==> config.mk <==
export PLATFORM = sky130hd
export DESIGN_NAME = acid_top
export DESIGN_NICKNAME = d
export VERILOG_FILES = /design/src/acid_top.v
export VERILOG_INCLUDE_DIRS = /design/src
export SDC_FILE = /design/constraint.sdc
export NUM_CORES = 2
export LEC_CHECK = 0
export BUFFER_PORTS_ARGS = -buffer_cell sky130_fd_sc_hd__buf_4
export CORE_ASPECT_RATIO = 0.7
export CORE_MARGIN = 2
export CORE_UTILIZATION = 54
export DETAILED_ROUTE_END_ITERATION = 10
export GPL_TIMING_DRIVEN = 0
export PLACE_DENSITY = 0.75
export SLEW_MARGIN = 10
export SYNTH_ARGS = -nofsm -noshare
export SYNTH_HDL_FRONTEND = slang
export SYNTH_SLANG_ARGS = --single-unit
==> constraint.sdc <==
create_clock -name clk_sys -period 2.4 [get_ports clk_sys]
set_input_delay 0.12 -clock clk_sys [delete_from_list [all_inputs] [get_ports clk_sys]]
set_output_delay 0.12 -clock clk_sys [all_outputs]
set_load 0.005 [all_outputs]
==> src/acid_defs.vh <==
// Purpose: Register map and field layout of the crossbar and integer delay block
// Assumes: Byte-wide paged registers with 12-bit addresses
// Notes:   Definitions only
`ifndef ACID_DEFS_VH
`define ACID_DEFS_VH

// =========================================================
// Register offsets
`define ACID_ADDR_COARSE_PAGE   12'h018
`define ACID_ADDR_FILT_PAGE     12'h01E
`define ACID_ADDR_PROFILE_0     12'hB01
`define ACID_ADDR_PROFILE_1     12'hB02
`define ACID_ADDR_PROFILE_2     12'hB03
`define ACID_ADDR_PROFILE_3     12'hB04
`define ACID_ADDR_PROFILE_CTRL  12'hB05
`define ACID_ADDR_SRC_SELECT    12'hB12
`define ACID_ADDR_DELAY_ENABLE  12'hB14
`define ACID_ADDR_AUX_ROUTE     12'hB20

// =========================================================
// Field positions
`define ACID_CTRL_PIN_EN_BIT    4
`define ACID_CTRL_SEL_MSB       1
`define ACID_CTRL_SEL_LSB       0
`define ACID_PAGE_PAIR01        2'h1
`define ACID_PAGE_PAIR23        2'h2

// =========================================================
// Aux route codes
`define ACID_ROUTE_BYPASS       2'h0
`define ACID_ROUTE_FILTER       2'h1
`define ACID_ROUTE_DELAY        2'h2

// =========================================================
// Reset values and timing
`define ACID_RST_BYTE           8'h00
`define ACID_RST_PROFILE        4'h8
`define ACID_DELAY_TAPS         16

`endif

==> src/acid_top.v <==
// Purpose: Input crossbar, aux stage route and 16-tap integer delay per logical output
// Assumes: One sample per clk_sys edge; FIR lives outside and returns on fir_data
// Notes:   Registers reached over a plain byte register port
//
// Behaviour
// - Crossbar maps two or four physical converters onto four logical outputs.
// - Each logical output takes any converter and feeds the filter input.
// - With aux stage bypassed, logical outputs go straight to path crossbar.
// - Filter page field 01 selects logical 0/1, 10 selects logical 2/3.
// - Source select bits 1:0 feed even logical, bits 3:2 odd logical.
// - Two-converter variant uses its own source code table per logical output.
// - Four-converter variant uses its own source code table per logical output.
// - Several logical outputs may pick the same converter simultaneously.
// - Filter precedes delay; either output may feed the path crossbar.
// - Each delay is a 16-tap line with a 16-to-1 tap selector.
// - Delay register writes go to blocks chosen by coarse path page.
// - Delay block acts only while its enable register is set.
// - Profile 0 sets relative shift from minus eight to plus seven.
// - Profile value zero means a shift of minus eight samples.
// - Four profiles exist; control register picks the active one.
// - Pin control enable takes active profile from pins.
// - Otherwise the profile select field names the active profile.
`timescale 1ns/100ps
`include "acid_defs.vh"

module acid_top #(
    parameter SAMPLE_W = 16,                     // Sample width
    parameter NUM_CONV = 4                       // Physical converters, 2 or 4
) (
    input  wire                  clk_sys,        // Sample clock
    input  wire                  nrst,           // Synchronous reset, active low
    input  wire [4*SAMPLE_W-1:0] conv_data,      // Physical converter samples
    input  wire [4*SAMPLE_W-1:0] fir_data,       // Returned FIR outputs
    input  wire [1:0]            delay_pin_sel,  // Profile select pins
    input  wire [11:0]           reg_addr,       // Register address
    input  wire [7:0]            reg_wdata,      // Register write data
    input  wire                  reg_wr,         // Write strobe
    input  wire                  reg_rd,         // Read strobe
    output reg  [7:0]            reg_rdata,      // Read data
    output reg  [4*SAMPLE_W-1:0] fir_in_data,    // Logical outputs to FIR
    output reg  [4*SAMPLE_W-1:0] path_out_data   // Data to path crossbar
);

    // =========================================================
    // Source lookup
    // four-converter and two-converter codes
    function [1:0] acid_src;
        input [1:0] logical;
        input [1:0] code;
        reg   [1:0] four;
        begin
            four = 2'h0;
            case (logical)
                // Logical 0: codes pick converters 0, 2, 1, 3
                2'h0: four = {code[0], code[1]};
                // Logical 1: codes pick converters 2, 1, 3, 0
                2'h1: begin
                    case (code)
                        2'h0:    four = 2'h2;
                        2'h1:    four = 2'h1;
                        2'h2:    four = 2'h3;
                        default: four = 2'h0;
                    endcase
                end
                // Logical 2: codes pick converters 1, 3, 0, 2
                2'h2: begin
                    case (code)
                        2'h0:    four = 2'h1;
                        2'h1:    four = 2'h3;
                        2'h2:    four = 2'h0;
                        default: four = 2'h2;
                    endcase
                end
                // Logical 3: codes pick converters 3, 0, 2, 1
                default: begin
                    case (code)
                        2'h0:    four = 2'h3;
                        2'h1:    four = 2'h0;
                        2'h2:    four = 2'h2;
                        default: four = 2'h1;
                    endcase
                end
            endcase
            if (NUM_CONV == 4) begin
                acid_src = four;
            end else begin
                // Two-converter variant: code bit 1 alone picks the converter
                case (logical)
                    2'h0:    acid_src = {1'b0, code[1]};
                    2'h1:    acid_src = {1'b0, ~code[1]};
                    2'h2:    acid_src = {1'b0, ~code[1]};
                    default: acid_src = {1'b0, code[1]};
                endcase
            end
        end
    endfunction

    // =========================================================
    // Registers
    reg [7:0]          coarse_page_q;            // Delay block page mask
    reg [7:0]          filt_page_q;              // Filter pair page
    reg [1:0]          src_code_q [0:3];         // Source code per logical
    reg [3:0]          profile_q  [0:15];        // Profile 4*blk+n
    reg [7:0]          prof_ctrl_q [0:3];        // Profile control per block
    reg [3:0]          delay_en_q;               // Enable per block
    reg [1:0]          route_q;                  // Aux stage route
    reg [1:0]          pin_s1_q;                 // Pin sync stage 1
    reg [1:0]          pin_s2_q;                 // Pin sync stage 2
    reg [1:0]          pin_s3_q;                 // Pin sync stage 3
    reg [1:0]          pin_sel_q;                // Accepted pin select
    reg [SAMPLE_W-1:0] tap_q [0:4*`ACID_DELAY_TAPS-1]; // Delay lines
    reg [1:0]          rd_blk;                   // Block shown on read
    wire [4*SAMPLE_W-1:0] del_flat;              // Selected delay tap per lane
    // Loop indices, one set per process so none has two drivers
    integer            i_w;
    integer            i_x;
    integer            i_t;
    integer            j_t;
    integer            i_o;
    genvar             g;

    // Lowest paged block answers reads
    always @* begin
        rd_blk = coarse_page_q[0] ? 2'h0 : coarse_page_q[1] ? 2'h1 : coarse_page_q[2] ? 2'h2 :
                 coarse_page_q[3] ? 2'h3 : 2'h0;
    end

    // =========================================================
    // Register writes
    always @(posedge clk_sys) begin
        if (!nrst) begin
            coarse_page_q <= `ACID_RST_BYTE;
            filt_page_q   <= `ACID_RST_BYTE;
            delay_en_q    <= 4'h0;
            route_q       <= `ACID_ROUTE_BYPASS;
            for (i_w = 0; i_w < 4; i_w = i_w + 1) begin
                src_code_q[i_w]  <= 2'h0;
                prof_ctrl_q[i_w] <= `ACID_RST_BYTE;
            end
            for (i_w = 0; i_w < 16; i_w = i_w + 1) begin
                profile_q[i_w] <= `ACID_RST_PROFILE;
            end
        end else if (reg_wr) begin
            case (reg_addr)
                `ACID_ADDR_COARSE_PAGE: coarse_page_q <= reg_wdata;
                `ACID_ADDR_FILT_PAGE:   filt_page_q   <= reg_wdata;
                `ACID_ADDR_AUX_ROUTE:   route_q       <= reg_wdata[1:0];
                `ACID_ADDR_SRC_SELECT: begin
                    // Page 11 writes both pairs with one access
                    // pair paging
                    if (filt_page_q[0]) begin
                        src_code_q[0] <= reg_wdata[1:0];
                        src_code_q[1] <= reg_wdata[3:2];
                    end
                    if (filt_page_q[1]) begin
                        src_code_q[2] <= reg_wdata[1:0];
                        src_code_q[3] <= reg_wdata[3:2];
                    end
                end
                default: begin
                    for (i_w = 0; i_w < 4; i_w = i_w + 1) begin
                        if (coarse_page_q[i_w]) begin
                            case (reg_addr)
                                `ACID_ADDR_DELAY_ENABLE: delay_en_q[i_w]      <= reg_wdata[0];
                                `ACID_ADDR_PROFILE_CTRL: prof_ctrl_q[i_w]     <= reg_wdata;
                                `ACID_ADDR_PROFILE_0:    profile_q[4*i_w]     <= reg_wdata[3:0];
                                `ACID_ADDR_PROFILE_1:    profile_q[4*i_w + 1] <= reg_wdata[3:0];
                                `ACID_ADDR_PROFILE_2:    profile_q[4*i_w + 2] <= reg_wdata[3:0];
                                `ACID_ADDR_PROFILE_3:    profile_q[4*i_w + 3] <= reg_wdata[3:0];
                                default: ;
                            endcase
                        end
                    end
                end
            endcase
        end
    end

    // =========================================================
    // Register reads, unmapped addresses read zero
    always @(posedge clk_sys) begin
        if (!nrst) begin
            reg_rdata <= `ACID_RST_BYTE;
        end else if (reg_rd) begin
            case (reg_addr)
                `ACID_ADDR_COARSE_PAGE:  reg_rdata <= coarse_page_q;
                `ACID_ADDR_FILT_PAGE:    reg_rdata <= filt_page_q;
                `ACID_ADDR_AUX_ROUTE:    reg_rdata <= {6'h00, route_q};
                `ACID_ADDR_SRC_SELECT:   reg_rdata <= filt_page_q[1] && !filt_page_q[0] ?
                                                      {4'h0, src_code_q[3], src_code_q[2]} :
                                                      {4'h0, src_code_q[1], src_code_q[0]};
                // Paged registers read back the lowest selected block only
                `ACID_ADDR_DELAY_ENABLE: reg_rdata <= {7'h00, delay_en_q[rd_blk]};
                `ACID_ADDR_PROFILE_CTRL: reg_rdata <= prof_ctrl_q[rd_blk];
                `ACID_ADDR_PROFILE_0:    reg_rdata <= {4'h0, profile_q[{rd_blk, 2'h0}]};
                `ACID_ADDR_PROFILE_1:    reg_rdata <= {4'h0, profile_q[{rd_blk, 2'h1}]};
                `ACID_ADDR_PROFILE_2:    reg_rdata <= {4'h0, profile_q[{rd_blk, 2'h2}]};
                `ACID_ADDR_PROFILE_3:    reg_rdata <= {4'h0, profile_q[{rd_blk, 2'h3}]};
                default:                 reg_rdata <= `ACID_RST_BYTE;
            endcase
        end
    end

    // =========================================================
    // Profile pins: three flops, accept when stages 2 and 3 agree
    // A pin edge near the clock may settle late; agreement filters that out
    always @(posedge clk_sys) begin
        if (!nrst) begin
            pin_s1_q  <= 2'h0;
            pin_s2_q  <= 2'h0;
            pin_s3_q  <= 2'h0;
            pin_sel_q <= 2'h0;
        end else begin
            pin_s1_q <= delay_pin_sel;
            pin_s2_q <= pin_s1_q;
            pin_s3_q <= pin_s2_q;
            if (pin_s2_q == pin_s3_q) begin
                pin_sel_q <= pin_s3_q;
            end
        end
    end

    // =========================================================
    // Input crossbar
    // Shared sources are plain fan-out, so no arbitration is needed
    always @(posedge clk_sys) begin
        if (!nrst) begin
            fir_in_data <= {4*SAMPLE_W{1'b0}};
        end else begin
            for (i_x = 0; i_x < 4; i_x = i_x + 1) begin
                fir_in_data[i_x*SAMPLE_W +: SAMPLE_W] <=
                    conv_data[acid_src(i_x[1:0], src_code_q[i_x])*SAMPLE_W +: SAMPLE_W];
            end
        end
    end

    // =========================================================
    // Delay lines, tap 0 newest; shift runs always so a change settles fast
    // Taps keep shifting while disabled, so enabling finds a full history
    // 16-tap line
    always @(posedge clk_sys) begin
        if (!nrst) begin
            for (j_t = 0; j_t < 4*`ACID_DELAY_TAPS; j_t = j_t + 1) begin
                tap_q[j_t] <= {SAMPLE_W{1'b0}};
            end
        end else begin
            for (i_t = 0; i_t < 4; i_t = i_t + 1) begin
                tap_q[i_t*`ACID_DELAY_TAPS] <= fir_data[i_t*SAMPLE_W +: SAMPLE_W];
                for (j_t = 1; j_t < `ACID_DELAY_TAPS; j_t = j_t + 1) begin
                    tap_q[i_t*`ACID_DELAY_TAPS + j_t] <= tap_q[i_t*`ACID_DELAY_TAPS + j_t - 1];
                end
            end
        end
    end

    // =========================================================
    // Tap selection per lane feeding the delay route
    generate
        for (g = 0; g < 4; g = g + 1) begin : g_lane
            wire [1:0] act_prof = prof_ctrl_q[g][`ACID_CTRL_PIN_EN_BIT] ? pin_sel_q :
                                  prof_ctrl_q[g][`ACID_CTRL_SEL_MSB:`ACID_CTRL_SEL_LSB];
            wire [3:0] shift_v = profile_q[4*g + act_prof];
            assign del_flat[g*SAMPLE_W +: SAMPLE_W] = delay_en_q[g] ? tap_q[g*`ACID_DELAY_TAPS + shift_v] :
                                                                      tap_q[g*`ACID_DELAY_TAPS];
        end
    endgenerate

    // =========================================================
    // Output route
    // Route is global; a route write steers all four lanes from the next sample
    always @(posedge clk_sys) begin
        if (!nrst) begin
            path_out_data <= {4*SAMPLE_W{1'b0}};
        end else begin
            for (i_o = 0; i_o < 4; i_o = i_o + 1) begin
                case (route_q)
                    `ACID_ROUTE_FILTER: path_out_data[i_o*SAMPLE_W +: SAMPLE_W] <=
                        fir_data[i_o*SAMPLE_W +: SAMPLE_W];
                    `ACID_ROUTE_DELAY:  path_out_data[i_o*SAMPLE_W +: SAMPLE_W] <=
                        del_flat[i_o*SAMPLE_W +: SAMPLE_W];
                    default:            path_out_data[i_o*SAMPLE_W +: SAMPLE_W] <=
                        fir_in_data[i_o*SAMPLE_W +: SAMPLE_W];
                endcase
            end
        end
    end

endmodule // acid_top

== Yosys cells after proc, flatten, opt, wreduce, memory -nomap -nowiden ==
Memory sizes are Yosys's and may differ from the RTL's.
Cells that the tools add are included.

* Add/subtract/negate cells: 6
* $lt $le $gt $ge: 1
* Equality and inequality tests: 19
* Shift-type cells: 4
* Multiplexer cells: 232
* Bitwise gates (word level): 89
* Reductions and logical operators: 13

{| class="wikitable"
|+ Operators by type and width
! kind !! count
|-
| $mux W16 || 68
|-
| $shiftx A64 B7 Y16 || 4
|-
| $pmux W16 S2 || 4
|-
| $mux W1 || 118
|-
| $eq A12 B12 Y1 const B || 8
|-
| $or A1 B1 Y1 || 88
|-
| $pmux W8 S10 || 1
|-
| $mux W4 || 17
|-
| $mux W2 || 16
|-
| $mux W8 || 4
|-
| $eq A12 B5 Y1 const B || 2
|-
| $pmux W2 S3 || 3
|-
| $reduce_and A4 Y1 || 4
|-
| $add A6 B4 Y6 const A || 2
|-
| $add A4 B2 Y4 const A || 2
|-
| $eq A2 B1 Y1 const B || 4
|-
| $eq A2 B2 Y1 const B || 4
|-
| $add A5 B4 Y6 const A || 1
|-
| $logic_not A2 Y1 || 3
|-
| $reduce_and A2 Y1 || 3
|-
| $add A3 B2 Y4 const A || 1
|-
| $reduce_or A4 Y1 || 1
|-
| $lt A2 B3 Y1 const B || 1
|-
| $bmux W1 S2 || 1
|-
| other kinds (4) || 4
|}

* Bits in registers: 166
* RAM bits: 1128
* Bits of input ports: 154
* Output and inout bits: 136
* Word-level logic and storage cells: 382
* Memories: 4

{| class="wikitable"
|+ Memory list
! name !! words !! bits a word !! read ports !! clocked after Yosys merged registers in !! wr ports !! RTL line !! text
|-
| tap_q || 64 || 16 || 64 || 0 || 64 || acid_top.v:111 || <nowiki>reg [SAMPLE_W-1:0] tap_q [0:4*`ACID_DELAY_TAPS-1];</nowiki>
|-
| profile_q || 16 || 4 || 8 || 0 || 16 || acid_top.v:103 || <nowiki>reg [3:0] profile_q [0:15];</nowiki>
|-
| prof_ctrl_q || 4 || 8 || 5 || 0 || 4 || acid_top.v:104 || <nowiki>reg [7:0] prof_ctrl_q [0:3];</nowiki>
|-
| src_code_q || 4 || 2 || 4 || 0 || 4 || acid_top.v:102 || <nowiki>reg [1:0] src_code_q [0:3];</nowiki>
|}

== Logic depth before layout (Yosys ltp) ==
* Word-level depth: 8
* Depth in mapped cells: 10
* Depth with buffers taken out: 8

== Least setup slack after synthesis ==
No wires, ideal clock.

* Path type: flip-flop to flip-flop
* Start: mem prof_ctrl_q[1][4]
* End: reg path_out_data[30]
* Library setup time: 69 ps
* Arrival time: 2379 ps
* Required time: 2331 ps
* Setup slack: -48 ps
* Cell stages (with the launch flop): 9
* Path buffers: 3
* Period minus slack after synthesis: 2448 ps
* Cells stage by stage: edfxtp_1 mux2i_2 buf_4 mux4_2 buf_2 a21boi_2 buf_2 o2111ai_1 o21ai_1

{| class="wikitable"
|+ RTL lines
! element !! RTL line !! text
|-
| start: declaration || acid_top.v:104 ||
|-
| end signal: assignment || acid_top.v:273 || <nowiki>path_out_data <= {4*SAMPLE_W{1'b0}};</nowiki>
|-
| end signal: indexed assignment || acid_top.v:277 || <nowiki>`ACID_ROUTE_FILTER: path_out_data[i_o*SAMPLE_W +: SAMPLE_W] <=</nowiki>
|-
| end signal: indexed assignment || acid_top.v:279 || <nowiki>`ACID_ROUTE_DELAY: path_out_data[i_o*SAMPLE_W +: SAMPLE_W] <=</nowiki>
|-
| end: declaration || acid_top.v:41 || <nowiki>output reg [4*SAMPLE_W-1:0] path_out_data</nowiki>
|}

==> run metrics <==
initial DRC count 6,464; cell area after synthesis 48,800 um2; synth top area cells dfxtp_1, and2_1, nand2_1; number of synthesized flops with an enable pin 104; CP endpoint path_out_data[15]; commonest cells in the netlist dfxtp_1, and2_1, nand2_1; setup ws final -328.8 ps; dpl hpwl about 130,000 um; total CTS buffers 115; via count 42,400; CP Data Required Time 3000 ps; clk buf depth 3; reg2reg end path_out_data[15]; largest net degree at the start of global routing 17; top_reg_cell synth dfxtp_1; initial antenna violation count 17; Worst Setup End Kind flip-flop; Setup Skew 43.98 ps; Worst-Margin Slew 1210 ps; WL/cell 26.07 um; syn nets 5,178; Initial Util 54.35%; full die area 92,830 um2; RePlAce Congestion 0.9785; I/O pin count 290; nets 5,878; vias in the first global route 39,426; vias per inst 6.060; Yosys Warn Count 0; Max VDD drop 0.6604 mV; Crit Path Class reg2reg; slowest stage delay, CP 520 ps; Critical Path Fanout Max 10; most frequent cell after synthesis dfxtp_1; Die Width 363.3 um; RSZ-0062 raised after global routing yes; post-layout min period 2729 ps; Lkg Pwr 0.02450 uW; Final Setup Violations 64; WL final around 180,000 um; Mean Syn Cell Area 9.727 um2; Final ANT Viol Nets 0; reg2reg path depth 12; clock root buffer clkbuf_16; relative slew slack 18.64%; Final Hold Viols 0; TritonCTS clock tree done; Reg clk slew, reported paths about 60 ps; reg-to-reg slack, setup -330 ps; area delta synth->final 31.15%; Seq/Total Area, Yosys 55.22%; number of H-tree levels 3; status finished, violations left; Post-Synthesis Cells 5,017; max-cap violation count 0; CP max stage cell mux4_2; top cell type's share of synthesized area 48.82%; Worst-Skew Late Latency 740 ps; Distinct cells, synth 56; failing checks negative setup slack; Worst Setup SP prof_ctrl_q[0][4]; element type at the critical path start flip-flop; Pwr Total between 40,000 and 50,000 uW; hold crit path type in2reg; Tot GR Track Use a little under two fifths; CORE AREA ~90,000 um2; Tcrit/Tclk final 113.7%; layout cells sized above 1 a little under a quarter; area leader, netlist dfxtp_1; most used cell, CP buf_12; DP Worst Slack -1574 ps; DRC Markers 0; num rows 92; fraction of registers with async set/reset 0%; Sinks on Clock Net 1,294; Power per Cell Area around 730 nW/um2; max-slew violations 0; smallest hold slack 58.90 ps; first-pass detailed-route iteration total 8; Max Freq 366.5 MHz; critical path arrival around 3300 ps; first-pass GRT wire length 259,900 um; gr ovfl total 0; CP Cell Sequence mux2i_4, buf_12, buf_12, buf_6, mux4_2, buf_12, buf_6, buf_8, nand2_1, nand3_2, a21oi_4, o21ai_2; R2R Path Start prof_ctrl_q[0][4]; PortBufs between 200 and 300; Chip Height 255.5 um; #FFs+latches synth between 1,000 and 1,500
## final cells by class
type,instances,area [um2]
Tap cell,1175,1470
Multi-Input combinational cell,3346,23050
Clock buffer,155,3293
Timing Repair Buffer,611,5732
Buffer,315,2484
Antenna cell,6,15.01
Clock inverter,61,875.8
Inverter,34,127.6
Fill cell,6334,25780
Sequential cell,1294,26960
## critical path: cells and delay by family, from the launching register on
family	cells	cell delay [ps]
buffers and inverters	6	830
muxes	2	810
DFF	1	460
AOI/OAI and AO/OA	2	300
and+or+nand+nor	2	190
## cell usage in the layout (no fill, tap or decap), types with 39 or more instances in the layout
cell type	instances
dfxtp_1	1183
and2_1	1102
nand2_1	864
buf_4	399
nand3_1	292
clkbuf_1	163
dlygate4sd3_1	152
clkbuf_16	128
edfxtp_1	104
nor2_1	98
mux4_2	95
buf_6	82
nand3_2	79
a22oi_1	70
nand2_2	61
mux2i_1	59
o2111ai_2	52
a21o_1	47
buf_12	42
nor2b_1	41
a31oi_1	39
## registers in the layout (all words and copies together) (netlist names), 4 cells and up
signal / cells
path_out_data: 64
filt_page_q: 8
profile_q: 64
delay_en_q: 4
fir_in_data: 64
src_code_q: 8
prof_ctrl_q: 32
tap_q: 1024
coarse_page_q: 8
reg_rdata: 8
## metrics by stage
| step | instances | TNS, ps | util [%] | area [um2] |
|---|---|---|---|---|
| 2_1_floorplan | 5017 | 0 | - | 48820 |
| 5_1_grt | 6991 | -16900 | 71.27 | 63990 |
| 3_5_place_dp | 6481 | -406310 | 58.44 | 52470 |
| 4_1_cts | 6952 | -11880 | 69.63 | 62520 |
| 6_report | 6997 | -13770 | 71.28 | 64000 |
| 3_3_place_gp | 6480 | -371890 | 58.42 | 52450 |
## layer usage
metal | up-vias | GRT usage [%] | part of all wire [%] | wire length, um
li1 | 18270 | - | - | -
met4 | 14 | 12.99 | 3.8 | 6989
met3 | 450 | 13.14 | 15 | 26680
met1 | 20774 | 55.93 | 41 | 75230
met2 | 2892 | 51.11 | 40 | 73400
met5 | - | 0 | 0.045 | 82
## repair_timing
| action | in CTS | in global routing |
|---|---|---|
| cloned | 18 | 5 |
| hold buffers | 152 | 0 |
| endpoints found under the hold margin | 227 | 0 |
| gates resized for setup | 744 | 298 |
| buffers inserted | 111 | 45 |
| setup endpoints to repair | 234 | 118 |
| pin swaps | 167 | 161 |
## cells by family (layout without fill, tap and decap cells)
family          after synthesis  count (layout)  synth area share (%)
buf+inv                     377            1176                 3.213
other cells                   0               6                     0
flops                      1294            1294                 55.22
compound gates              500             500                 7.320
simple gates               2643            2643                 27.49
mux                         194             194                 6.543
xor+xnor                      2               2               0.03590
fa+ha+maj                     7               7                0.1795
## how the worst min path moves through the flow
stage                                 from  cells past startpoint  slack (ps)              end
after floorplan                fir_data[0]                      1         240      tap_q[0][0]
after global placement    delay_pin_sel[0]                      2         330      pin_s1_q[0]
after detailed placement      fir_data[25]                      2         340     tap_q[16][9]
after CTS                      reg_addr[0]                      5          20  profile_q[6][3]
after global routing           reg_addr[2]                      5          60    delay_en_q[1]
final                          reg_addr[0]                      5          60  profile_q[6][3]
## power by group
| part | internal, uW | total, uW | switching [uW] |
|---|---|---|---|
| clock | 11800 | 20400 | 8630 |
| combinational | 1740 | 4060 | 2320 |
| sequential | 22100 | 22500 | 382 |
| total | 35700 | 47000 | 11300 |
Note: power is estimated with default switching activity, not from simulation.
